$ cat src/design/frame_pkg.sv
// Constants and types for the environmental data message framer
`default_nettype none
package frame_pkg;
   // ************************************************************
   // Message layout
   // ************************************************************
   localparam logic [7:0] MSG_TYPE_STD = 8'h20;     // Standard data report
   localparam logic [39:0] SYNC_SEQ = 40'h55FFFF00FF; // Lock pattern + header
   localparam logic [4:0] SYNC_LEN = 5'h05;
   localparam logic [4:0] BODY_LEN = 5'h15;         // 21 bytes before check
   localparam logic [4:0] SENSOR_BASE = 5'h06;      // First scaled sensor
   localparam int FIELD_COUNT = 15;
   localparam logic [4:0] CHECK_LEN = 5'h02;
   localparam logic [4:0] EOL_LEN = 5'h02;
   localparam logic [3:0] SND_NOW_IDX = 4'hD;       // Present sound level
   localparam logic [3:0] SND_AVG_IDX = 4'hE;       // Average sound level
   localparam logic [7:0] CHAR_CR = 8'h0D;
   localparam logic [7:0] CHAR_LF = 8'h0A;
   localparam logic [7:0] CHAR_ZERO = 8'h30;
   localparam logic [7:0] CHAR_ALPHA = 8'h37;       // 'A' minus ten
   // ************************************************************
   // Check value
   // ************************************************************
   localparam logic [15:0] CRC_POLY = 16'h1021;
   localparam logic [15:0] CRC_INIT = 16'hFFFF;
   // ************************************************************
   // Register map
   // ************************************************************
   localparam logic [3:0] REG_CTRL = 4'h0;
   localparam logic [3:0] REG_OPEN_THR = 4'h1;
   localparam logic [3:0] REG_CLOSE_THR = 4'h2;
   localparam logic [3:0] REG_STATUS = 4'h3;
   localparam logic [3:0] REG_COUNT = 4'h4;
   localparam int CTRL_MON_BIT = 0;
   localparam int CTRL_START_BIT = 1;
   localparam int STAT_BUSY_BIT = 0;
   localparam int STAT_MON_BIT = 1;
   localparam logic [7:0] OPEN_THR_RST = 8'hC0;
   localparam logic [7:0] CLOSE_THR_RST = 8'h40;
   // ************************************************************
   // Types
   // ************************************************************
   typedef enum logic [2:0] {
      ST_IDLE, ST_SYNC, ST_BODY, ST_CHECK, ST_EOL
   } phase_type;

   // Live condition of the cluster, as seen by the framer
   typedef struct packed {
      logic [31:0] cluster_id;
      logic [5:0] alert;        // Fire, flood, temp, CO, pressure, low batt
      logic [7:0] hatch;        // Hatch reading
      logic [4:0] health;       // Supply, thermistor, lin hi, lin lo, RSSI
      logic [2:0] gain;         // Sound/vibration input gain
      logic [7:0] fire_crit;    // Multi-criterion fire bits
      logic o2_sel;             // Second oxygen sensor selected
      logic [4:0] diag;         // Batt2, LED, CO loop, sens low, sens1 low
      logic [1:0] therm_fail;   // Failed thermistor code
      logic [0:14][7:0] sensor; // Scaled sensor bytes in message order
   } sense_in_type;

   // Frozen copy of the message fields
   typedef struct packed {
      logic [7:0] cluster_lsb;
      logic [7:0] alert;
      logic [7:0] health;
      logic [7:0] fire_crit;
      logic [7:0] diag;
      logic [0:14][7:0] sensor;
   } snap_type;
endpackage : frame_pkg
`default_nettype wire

$ cat src/design/env_msg_framer.sv
// Framer for the standard environmental data message
//
// Overview of operation
// - First byte is type code 32
// - Second byte is cluster identifier low byte
// - Alert byte: fire down to low battery
// - Hatch flags from open/closed threshold compares
// - Health bits seven to three: fault flags
// - Health low three bits carry input gain
// - Fire bits seven to four: smoke, temperature
// - Fire bits three to zero: CO, O2, humidity, rapid
// - Diagnostic bit seven: second oxygen sensor selected
// - Diagnostic bits six to two: fault flags
// - Diagnostic bits one, zero: failed thermistor code
// - Fifteen sensor bytes follow in fixed order
// - Temperature fields carry preformed scaled values
// - Battery byte scaled at 3.3 over 128
// - Signal strength scaled at 3.3 over 256
// - CO field is scaled 8-second average
// - Oxygen field is selected sensor average
// - Humidity field offset by fifty
// - Wide range temperature is half degrees
// - Ionization level passes through unaltered
// - Photoelectric field is 8-sample average
// - Sound fields invalid in monitor mode
// - CR LF appended only in monitor mode
// - Sixteen-bit check value ends the body
// - Radio message starts 55 FF FF 00 FF
// - Monitor mode sends fields as ASCII hex
`default_nettype none
module env_msg_framer (
   // Clock and reset
   input wire logic clk_i,
   input wire logic rst_n_i,
   // Register port
   input wire logic [3:0] reg_addr_i,
   input wire logic [7:0] reg_wdata_i,
   input wire logic reg_wr_i,
   input wire logic reg_rd_i,
   output logic [7:0] reg_rdata_o,
   // Sensor and status inputs
   input wire frame_pkg::sense_in_type sense_i,
   input wire logic start_i,
   // Byte stream towards radio or serial port
   output logic tx_valid_o,
   output logic [7:0] tx_data_o,
   input wire logic tx_ready_i,
   output logic busy_o
);
   import frame_pkg::*;

   // ************************************************************
   // State
   // ************************************************************
   typedef struct packed {
      phase_type phase;
      logic [4:0] idx;
      logic nib;             // Second hex character of a byte
      logic mon;             // Monitor mode of the running message
      logic ctrl_mon;        // Monitor mode as set by software
      logic [7:0] open_thr;
      logic [7:0] close_thr;
      logic [15:0] count;    // Messages completed
      snap_type snap;
      logic [15:0] crc;
      logic [7:0] data;
      logic [7:0] rdata;
   } state_type;

   state_type s_q;
   state_type s_d;

   // ************************************************************
   // Functions
   // ************************************************************
   // One byte through the check value, most significant bit first
   function automatic logic [15:0] crc_upd(input logic [15:0] c_in,
                                           input logic [7:0] b);
      logic [15:0] c;
      c = c_in ^ {b, 8'h00};
      for (int k = 0; k < 8; k++) begin
         c = c[15] ? ({c[14:0], 1'b0} ^ CRC_POLY) : {c[14:0], 1'b0};
      end
      return c;
   endfunction : crc_upd

   // ASCII hex digit for one nibble
   function automatic logic [7:0] hex_char(input logic [3:0] n);
      return (n < 4'hA) ? (CHAR_ZERO + {4'h0, n})
                        : (CHAR_ALPHA + {4'h0, n});
   endfunction : hex_char

   // Binary body byte at a given position
   function automatic logic [7:0] body_byte(input snap_type sn,
                                            input logic [4:0] i);
      logic [4:0] k;
      k = 5'(i - SENSOR_BASE);
      case (i)
         5'h00: return MSG_TYPE_STD;
         5'h01: return sn.cluster_lsb;
         5'h02: return sn.alert;
         5'h03: return sn.health;
         5'h04: return sn.fire_crit;
         5'h05: return sn.diag;
         default: begin
            if (k < 5'(FIELD_COUNT)) begin
               return sn.sensor[k[3:0]];
            end else begin
               return 8'h00;
            end
         end
      endcase
   endfunction : body_byte

   // Character presented for a given position in the message
   function automatic logic [7:0] pick_char(input state_type s);
      logic [7:0] b;
      b = 8'h00;
      case (s.phase)
         ST_SYNC: return SYNC_SEQ[6'(39 - 8 * s.idx) -: 8];
         ST_BODY: b = body_byte(s.snap, s.idx);
         ST_CHECK: b = (s.idx == 5'h00) ? s.crc[15:8]
                                        : s.crc[7:0];
         ST_EOL: return (s.idx == 5'h00) ? CHAR_CR : CHAR_LF;
         default: return 8'h00;
      endcase
      if (s.mon) begin
         return hex_char(s.nib ? b[3:0] : b[7:4]);
      end
      return b;
   endfunction : pick_char

   // ************************************************************
   // Snapshot
   // ************************************************************
   // Scaling of every sensor byte is done upstream; the framer keeps the
   // values as they stand at start so the check value matches them.
   snap_type snap_new;
   logic hatch_open;
   logic hatch_closed;

   always_comb begin
      hatch_open = sense_i.hatch > s_q.open_thr;
      hatch_closed = sense_i.hatch < s_q.close_thr;
      snap_new.cluster_lsb = sense_i.cluster_id[7:0];
      snap_new.alert = {sense_i.alert[5:1], hatch_open,
                        hatch_closed, sense_i.alert[0]};
      snap_new.health = {sense_i.health, sense_i.gain};
      snap_new.fire_crit = sense_i.fire_crit;
      snap_new.diag = {sense_i.o2_sel, sense_i.diag,
                       sense_i.therm_fail};
      snap_new.sensor = sense_i.sensor;
      if (s_q.ctrl_mon) begin
         // Sound levels mean nothing in monitor mode, so they go out zero
         snap_new.sensor[SND_NOW_IDX] = 8'h00;
         snap_new.sensor[SND_AVG_IDX] = 8'h00;
      end
   end

   // ************************************************************
   // Next state
   // ************************************************************
   logic accept;
   logic go;
   logic last_char;

   always_comb begin
      s_d = s_q;
      accept = (s_q.phase != ST_IDLE) && tx_ready_i;
      go = (s_q.phase == ST_IDLE) && (start_i ||
           (reg_wr_i && reg_addr_i == REG_CTRL &&
            reg_wdata_i[CTRL_START_BIT]));
      last_char = !(s_q.mon && (s_q.phase == ST_BODY ||
                                s_q.phase == ST_CHECK)) || s_q.nib;

      // Register writes
      if (reg_wr_i) begin
         case (reg_addr_i)
            REG_CTRL: s_d.ctrl_mon = reg_wdata_i[CTRL_MON_BIT];
            REG_OPEN_THR: s_d.open_thr = reg_wdata_i;
            REG_CLOSE_THR: s_d.close_thr = reg_wdata_i;
            default: ;
         endcase
      end

      // Start is ignored while a message is in flight
      if (go) begin
         s_d.snap = snap_new;
         s_d.mon = s_q.ctrl_mon;
         s_d.crc = CRC_INIT;
         s_d.idx = 5'h00;
         s_d.nib = 1'b0;
         s_d.phase = s_q.ctrl_mon ? ST_BODY : ST_SYNC;
      end else if (accept && !last_char) begin
         s_d.nib = 1'b1;
      end else if (accept) begin
         s_d.nib = 1'b0;
         s_d.idx = 5'(s_q.idx + 5'h01);
         case (s_q.phase)
            ST_SYNC: begin
               if (s_q.idx == SYNC_LEN - 5'h01) begin
                  s_d.phase = ST_BODY;
                  s_d.idx = 5'h00;
               end
            end
            ST_BODY: begin
               // Check value covers the binary body, not the ASCII form
               s_d.crc = crc_upd(s_q.crc,
                                 body_byte(s_q.snap, s_q.idx));
               if (s_q.idx == BODY_LEN - 5'h01) begin
                  s_d.phase = ST_CHECK;
                  s_d.idx = 5'h00;
               end
            end
            ST_CHECK: begin
               if (s_q.idx == CHECK_LEN - 5'h01) begin
                  s_d.phase = s_q.mon ? ST_EOL : ST_IDLE;
                  s_d.idx = 5'h00;
               end
            end
            ST_EOL: begin
               if (s_q.idx == EOL_LEN - 5'h01) begin
                  s_d.phase = ST_IDLE;
                  s_d.idx = 5'h00;
               end
            end
            default: s_d.phase = ST_IDLE;
         endcase
         if (s_d.phase == ST_IDLE) begin
            s_d.count = 16'(s_q.count + 16'h0001);
         end
      end

      // Character for the position just reached
      s_d.data = (s_d.phase == ST_IDLE) ? 8'h00 : pick_char(s_d);

      // Read data stands in the cycle after the strobe only
      s_d.rdata = 8'h00;
      if (reg_rd_i) begin
         case (reg_addr_i)
            REG_CTRL: s_d.rdata = {7'h00, s_q.ctrl_mon};
            REG_OPEN_THR: s_d.rdata = s_q.open_thr;
            REG_CLOSE_THR: s_d.rdata = s_q.close_thr;
            REG_STATUS: s_d.rdata = {6'h00, s_q.mon,
                                     s_q.phase != ST_IDLE};
            REG_COUNT: s_d.rdata = s_q.count[7:0];
            default: s_d.rdata = 8'h00;
         endcase
      end
   end

   // ************************************************************
   // Registers
   // ************************************************************
   always_ff @(posedge clk_i or negedge rst_n_i) begin
      if (!rst_n_i) begin
         s_q <= '0;
         s_q.phase <= ST_IDLE;
         s_q.open_thr <= OPEN_THR_RST;
         s_q.close_thr <= CLOSE_THR_RST;
      end else begin
         s_q <= s_d;
      end
   end

   // Outputs; valid follows the phase so it needs no flop of its own
   assign tx_valid_o = s_q.phase != ST_IDLE;
   assign tx_data_o = s_q.data;
   assign busy_o = s_q.phase != ST_IDLE;
   assign reg_rdata_o = s_q.rdata;

   // ************************************************************
   // Assertions
   // ************************************************************
   logic is_hex;
   assign is_hex = (tx_data_o >= 8'h30 && tx_data_o <= 8'h39) ||
                   (tx_data_o >= 8'h41 && tx_data_o <= 8'h46);

   AST_SYNC_FIRST: assert property (@(posedge clk_i) disable iff (!rst_n_i)
      go && !s_q.ctrl_mon |=> tx_valid_o && tx_data_o == 8'h55)
      else $error("radio message does not open with 55");

   AST_MON_FIRST: assert property (@(posedge clk_i) disable iff (!rst_n_i)
      go && s_q.ctrl_mon |=> tx_valid_o && tx_data_o == 8'h32)
      else $error("monitor message does not open with type digit");

   AST_TYPE: assert property (@(posedge clk_i) disable iff (!rst_n_i)
      s_q.phase == ST_BODY && s_q.idx == 5'h00 && !s_q.mon
      |-> tx_data_o == 8'h20)
      else $error("type code is not 32");

   AST_CLUSTER: assert property (@(posedge clk_i) disable iff (!rst_n_i)
      s_q.phase == ST_BODY && s_q.idx == 5'h01 && !s_q.mon
      |-> tx_data_o == s_q.snap.cluster_lsb)
      else $error("cluster byte out of place");

   AST_HATCH: assert property (@(posedge clk_i) disable iff (!rst_n_i)
      go |=> s_q.snap.alert[2] == ($past(sense_i.hatch) >
                                   $past(s_q.open_thr)))
      else $error("open hatch flag wrong");

   AST_HATCH_SHUT: assert property (@(posedge clk_i) disable iff (!rst_n_i)
      go |=> s_q.snap.alert[1] == ($past(sense_i.hatch) <
                                   $past(s_q.close_thr)))
      else $error("closed hatch flag wrong");

   AST_GAIN: assert property (@(posedge clk_i) disable iff (!rst_n_i)
      go |=> s_q.snap.health[2:0] == $past(sense_i.gain))
      else $error("gain not in health byte");

   AST_EOL_MON: assert property (@(posedge clk_i) disable iff (!rst_n_i)
      s_q.phase == ST_EOL |-> s_q.mon)
      else $error("line end on radio link");

   AST_CRC_HIGH: assert property (@(posedge clk_i) disable iff (!rst_n_i)
      s_q.phase == ST_CHECK && s_q.idx == 5'h00 && !s_q.mon
      |-> tx_data_o == s_q.crc[15:8])
      else $error("check value not high byte first");

   AST_ASCII: assert property (@(posedge clk_i) disable iff (!rst_n_i)
      s_q.mon && (s_q.phase == ST_BODY || s_q.phase == ST_CHECK)
      |-> is_hex)
      else $error("monitor character is not hex");

   AST_FROZEN: assert property (@(posedge clk_i) disable iff (!rst_n_i)
      busy_o && !go |=> $stable(s_q.snap))
      else $error("snapshot changed mid message");

   AST_SOUND: assert property (@(posedge clk_i) disable iff (!rst_n_i)
      go && s_q.ctrl_mon |=> s_q.snap.sensor[SND_NOW_IDX] == 8'h00 &&
      s_q.snap.sensor[SND_AVG_IDX] == 8'h00)
      else $error("sound level sent in monitor mode");

   AST_CRC_LEN: assert property (@(posedge clk_i) disable iff (!rst_n_i)
      s_q.phase == ST_BODY && s_q.idx == BODY_LEN - 5'h01 && accept
      && last_char |=> s_q.phase == ST_CHECK)
      else $error("check value does not follow body");
endmodule : env_msg_framer
`default_nettype wire

$ cat config.mk
export PLATFORM = sky130hd
export DESIGN_NAME = env_msg_framer
export DESIGN_NICKNAME = d
export VERILOG_FILES = /design/src/design/frame_pkg.sv /design/src/design/env_msg_framer.sv
export SDC_FILE = /design/constraint.sdc
export NUM_CORES = 1
export LEC_CHECK = 0
export BUFFER_PORTS_ARGS = -buffer_cell sky130_fd_sc_hd__buf_2
export CAP_MARGIN = 20
export CORE_UTILIZATION = 40
export CTS_CLUSTER_SIZE = 8
export DETAILED_ROUTE_END_ITERATION = 10
export SYNTH_ARGS = -nofsm -noshare
export SYNTH_HDL_FRONTEND = slang
export SYNTH_SLANG_ARGS = --single-unit
$ cat constraint.sdc
create_clock -name clk_i -period 6.1 [get_ports clk_i]
set_clock_uncertainty 0.05 [all_clocks]
set_input_delay 1.22 -clock clk_i [delete_from_list [all_inputs] [get_ports clk_i]]
set_output_delay 1.22 -clock clk_i [all_outputs]
set_load 0.03 [all_outputs]
---- After elaboration in Yosys (flattened, before gate mapping) ----
Index checks and enable logic that the tools add are counted.
W data, S select, Z words.
cells by class
  $add $sub $neg .......................... 7
  multipliers ............................. 0
  divide/modulo/power cells ............... 0
  $lt $le $gt $ge ......................... 7
  eq/ne operators ......................... 23
  shifts and indexed selects .............. 1
  multiplexer cells ....................... 58
  bitwise gates (word level) .............. 13
  reduce and logical (&&, ||, !) cells .... 23
operators with widths
  kind                       count
  $mux W8                    21
  $mux W160                  1
  $mux W13                   8
  $pmux W8 S6                2
  $mux W16                   5
  $bmux W8 S4                2
  $shiftx A47 B7 Y8 const A  1
  $pmux W8 S5                1
  $not A3 Y3                 8
  $pmux W8 S3                1
  $eq A5 B2 Y1 const B       4
  $eq A5 B3 Y1 const B       4
  $pmux W5 S4                1
  $mux W9                    2
  $add A16 B1 Y16 const B    1
  $pmux W8 S2                1
  $xor A16 B16 Y16           1
  $mux W3                    5
  $add A6 B4 Y7 const A      2
  $eq A3 B2 Y1 const B       4
  $pmux W3 S4                1
  $eq A5 B1 Y1 const B       2
  $ge A5 B5 Y1 const B       2
  $logic_not A5 Y1           2
  other kinds (28)           50
storage, ports and cells
  register bits ........................... 235
  latch bits .............................. 0
  RAM bits ................................ 0
  bits in read-only memories .............. 0
  word-level logic and storage cells ...... 163
  memories kept ........................... 0

---- Logic depth before layout (Yosys ltp) ----
  word-level depth ........................ 41
  depth in mapped cells ................... 27

---- Worst setup path before layout ----
No wires, ideal clock.
  path kind ............................... input -> register
  from .................................... in reg_addr_i[1]
  to ...................................... reg s_q, in the netlist tx_data_o[2]
  library setup time ...................... 120 ps
  data arrival time ....................... 5607 ps
  slack ................................... 322 ps
  stages .................................. 23
  path buffers ............................ 5
  cell sequence ........................... buf_2 nor2_1 a31oi_1 nor2_1 nor3_4 clkbuf_1 ha_1 buf_1 nand2_1 or4_1 o221ai_1 a221oi_2 buf_2 buf_2 a311oi_1 a211oi_1 a311oi_1 o21ai_0 nand2_1 o22ai_1 ha_1 a21boi_0 o211a_1
RTL lines
  what             line                  source
  start, declared  env_msg_framer.sv:36  input wire logic [3:0] reg_addr_i,
  end, declared    env_msg_framer.sv:70  state_type s_q;

==> impl_metrics.yaml <==
run_status:
  outcome: "finished clean"
sta:
  max_freq_mhz: 174
  max_slew_margin: 0.261
  drv_slew: 0
  fin_ws_ps: 360
  rsz0062_at_grt: "false"
  tightest_slew_ps: 1110
  setup_viol: 0
  fin_tns_setup_ps: 0
  hold_viol: 0
  fin_crit_ps: 5740
  period_share: 0.941
setup_path:
  slowest_delay_ps: 650
  path_max_fanout: 13
  path_class: "reg -> reg"
  critPathRequiredTime_ps: 6420
  cpMaxStageDelayCell: "a221oi_4"
  setup.worst_path.end_class: "flip-flop"
  path_cells: "inv_4 > ha_1 > nand4b_1 > o22ai_2 > o21ba_2 > o21ai_1 > inv_2 > ha_1 > nand2_1 > or4_1 > o221ai_1 > a221oi_4 > buf_4 > mux2i_1 > mux2i_1 > o22ai_1 > nor3_1 > a221o_1 > o211ai_2 > a2111oi_2 > nor3b_1"
  cp.arrival_ps: 6060
  crit_path_start_kind: "flip-flop"
route:
  dr.pass1.iters: 5
  dr_total_vias: 12800
  wl_per_cell_um: 21.6
  route.detailed.drc: 0
  first_iter_violations: 1150
  ant_nets: 0
  wirelength_mm: 47.6
  vias_per_cell: 5.79
floorplan:
  dieWidth_um: 191
  start_util: 0.411
  floorplan.rows: 68
  core_region_area_mm2: 0.0349
  die_area_mm2: 0.0366
  die_h_um: 191
  io_pins: 226
power:
  p_clk_frac: 0.155
  switching_share: 0.457
  switchingPower_mw: 5.11
  ir_drop_mv: 0.261
  intPower_mw: 6.08
  leakagePower_nw: 7.99
  power.density_mw_per_mm2: 666
  pwr-share-comb: 0.601
  seqPwrFrac: 0.244
final_layout:
  nets: 1983
  finish.utilization: 0.482
  final_common_cell: "nand2_1"
  synthToLayoutAreaGrowth_pct: 17.2
  instances_no_fill: 2209
  mostFrequentLayoutCells: "nand2_1, dfrtp_1, buf_2"
  drive_gt1_frac: 0.250
grt:
  gr-total-overflow: 0
  track_usage: 0.264
  antenna_found_initial: 1
  grt_pass1_wl_mm: 74.2
  grt_pass1_vias: 12800
  grt_max_degree: 146
cts:
  numCtsBuffers: 34
  cts_resized: 0
  clkTransAtPathRegs_ps: 50
  cts_htree_levels: 2
  cts_tree: "built"
  cts_max_path_buffers: 3
  cts_root_buf: "clkbuf_16"
  ctsHoldBuffers: 0
  postCtsSetupBuffers: 0
  clock_latency_ps: 510
  cts_sinks: 227
yosys:
  ys_ff_latch: 227
  yosysTopAreaCell: "dfrtp_1"
  synth_adder_area_share: 0.0262
  syn_nets: 1802
  synth-edff-count: 0
  synth_top_family_by_area: "simple AND/OR/NAND/NOR gates"
  synth_top_cell_area_share: 0.391
  muxShareOfSynthArea: 0.136
  seq_area_frac_synth: 0.397
  yosys.area_share.simple: 0.212
  syn_inst: 1564
  synth_xor_xnor_area_share: 0.0284
  yosys_warnings: 0
  synthFlopType: "dfrtp_1"
  synthArstFlopShare: 1.00
  synth.area.top_cells: "dfrtp_1, nand2_1, mux2_2"
  synth_compound_area_frac: 0.152
  synth_area_per_cell_um2: 9.17
  yosysUniqueCellTypes: 89
  synth_area_mm2: 0.0143
placed_design:
  gp_congestion: 0.897
  preCtsSetupSlack_ps: 209
  io_buffers: 201
  hpwl_mm: 34.1
  place_inst: 2164
hold_path:
  hold_path.class: "reg -> reg"
flow_run:
  maxCapViolations: 0
==> critical path: cells and delay by family (launching register included) <==
family / cells / cell delay (ps)
and+or+nand+nor: 5 / 1020
buffers and inverters: 3 / 470
AOI/OAI and AO/OA: 9 / 2640
DFF: 1 / 490
muxes: 2 / 320
adders and majority gates: 2 / 610
==> stage by stage <==
step / power (mW) / area [um^2] / hold WS [ps]
finish: 11.2 / 16800 / 440
global route: 11.9 / 16800 / 446
CTS: 11.1 / 16800 / 434
detailed placement: 9.34 / 15900 / 423
global placement: 9.24 / 15900 / 416
floorplan: 7.32 / 14300 / 396
==> area by class of cell <==
cell class | instances | area, um^2
antenna | 1 | 2.50
tap | 455 | 569
clock inverter | 2 | 38.8
clock buffer | 42 | 902
fill | 3362 | 18100
inverter | 36 | 138
timing repair buffer | 261 | 1490
sequential | 227 | 5690
multi-input combinational | 1185 | 7980
==> registers in the layout, indices dropped and copies added, names as in the netlist <==
register and count:
reg_rdata_o 8, tx_data_o 8, s_q 211
==> power groups by stage <==
stage / clock network (mW) / logic [mW] / registers, mW
2_1_floorplan: 0 / 4.81 / 2.51
3_3_place_gp: 0 / 6.52 / 2.72
3_5_place_dp: 0 / 6.60 / 2.74
4_1_cts: 1.77 / 6.63 / 2.72
5_1_grt: 1.82 / 7.26 / 2.82
6_report: 1.73 / 6.72 / 2.73
==> Yosys cell counts (all sizes together), types with 6 or more instances <==
library cell    n
nor2b           9
o211ai         19
o221ai          9
o22ai           7
ha             30
nand2         429
nand3b         16
a22oi          30
nor4           12
mux2           72
and3            8
buf            58
mux2i          57
nor2           50
a311oi          6
a222oi          6
xor2            6
a21oi          48
clkbuf         58
a221oi         10
a21o            8
or3            10
o211a           6
nand4           8
dfrtp         224
a31oi          14
a211oi         23
or4             6
o21a            6
nor3b           8
o21ai          45
nand3          30
and2           10
a22o           16
xnor2          24
or2             8
nor3           22
inv            36
nand2b         22
mux4           25
==> cells by family (layout without fill, tap and decap cells) <==
family | Yosys count | count (layout)
and+or+nand+nor | 668 | 668
AOI/OAI and AO/OA | 298 | 298
DFF | 227 | 227
muxes | 154 | 154
buffers and inverters | 152 | 341
xor gates and xnor gates | 35 | 35
adders and majority gates | 30 | 30
other | 0 | 1
==> worst paths after layout <==
check                      startpoint      endpoint  slack [ps]  cells past startpoint
min reg2reg                   s_q[40]       s_q[40]         440                      2
min                           s_q[40]       s_q[40]         440                      2
max                          s_q[228]  tx_data_o[0]         360                     21
min in group asynchronous     rst_n_i      s_q[156]         720                      1
max in group asynchronous     rst_n_i      s_q[138]        4120                      2
max reg2reg                  s_q[228]  tx_data_o[0]         360                     21
==> per-layer routing <==
| layer | up-vias | track usage | share of wire |
|---|---|---|---|
| met3 | 84 | 0.0419 | 0.063 |
| li1 | 5935 | - | - |
| met1 | 6265 | 0.370 | 0.45 |
| met2 | 498 | 0.415 | 0.46 |
| met5 | - | 0 | 0 |
| met4 | 0 | 0.0904 | 0.031 |
No activity file was read; power rests on OpenSTA's default activity.
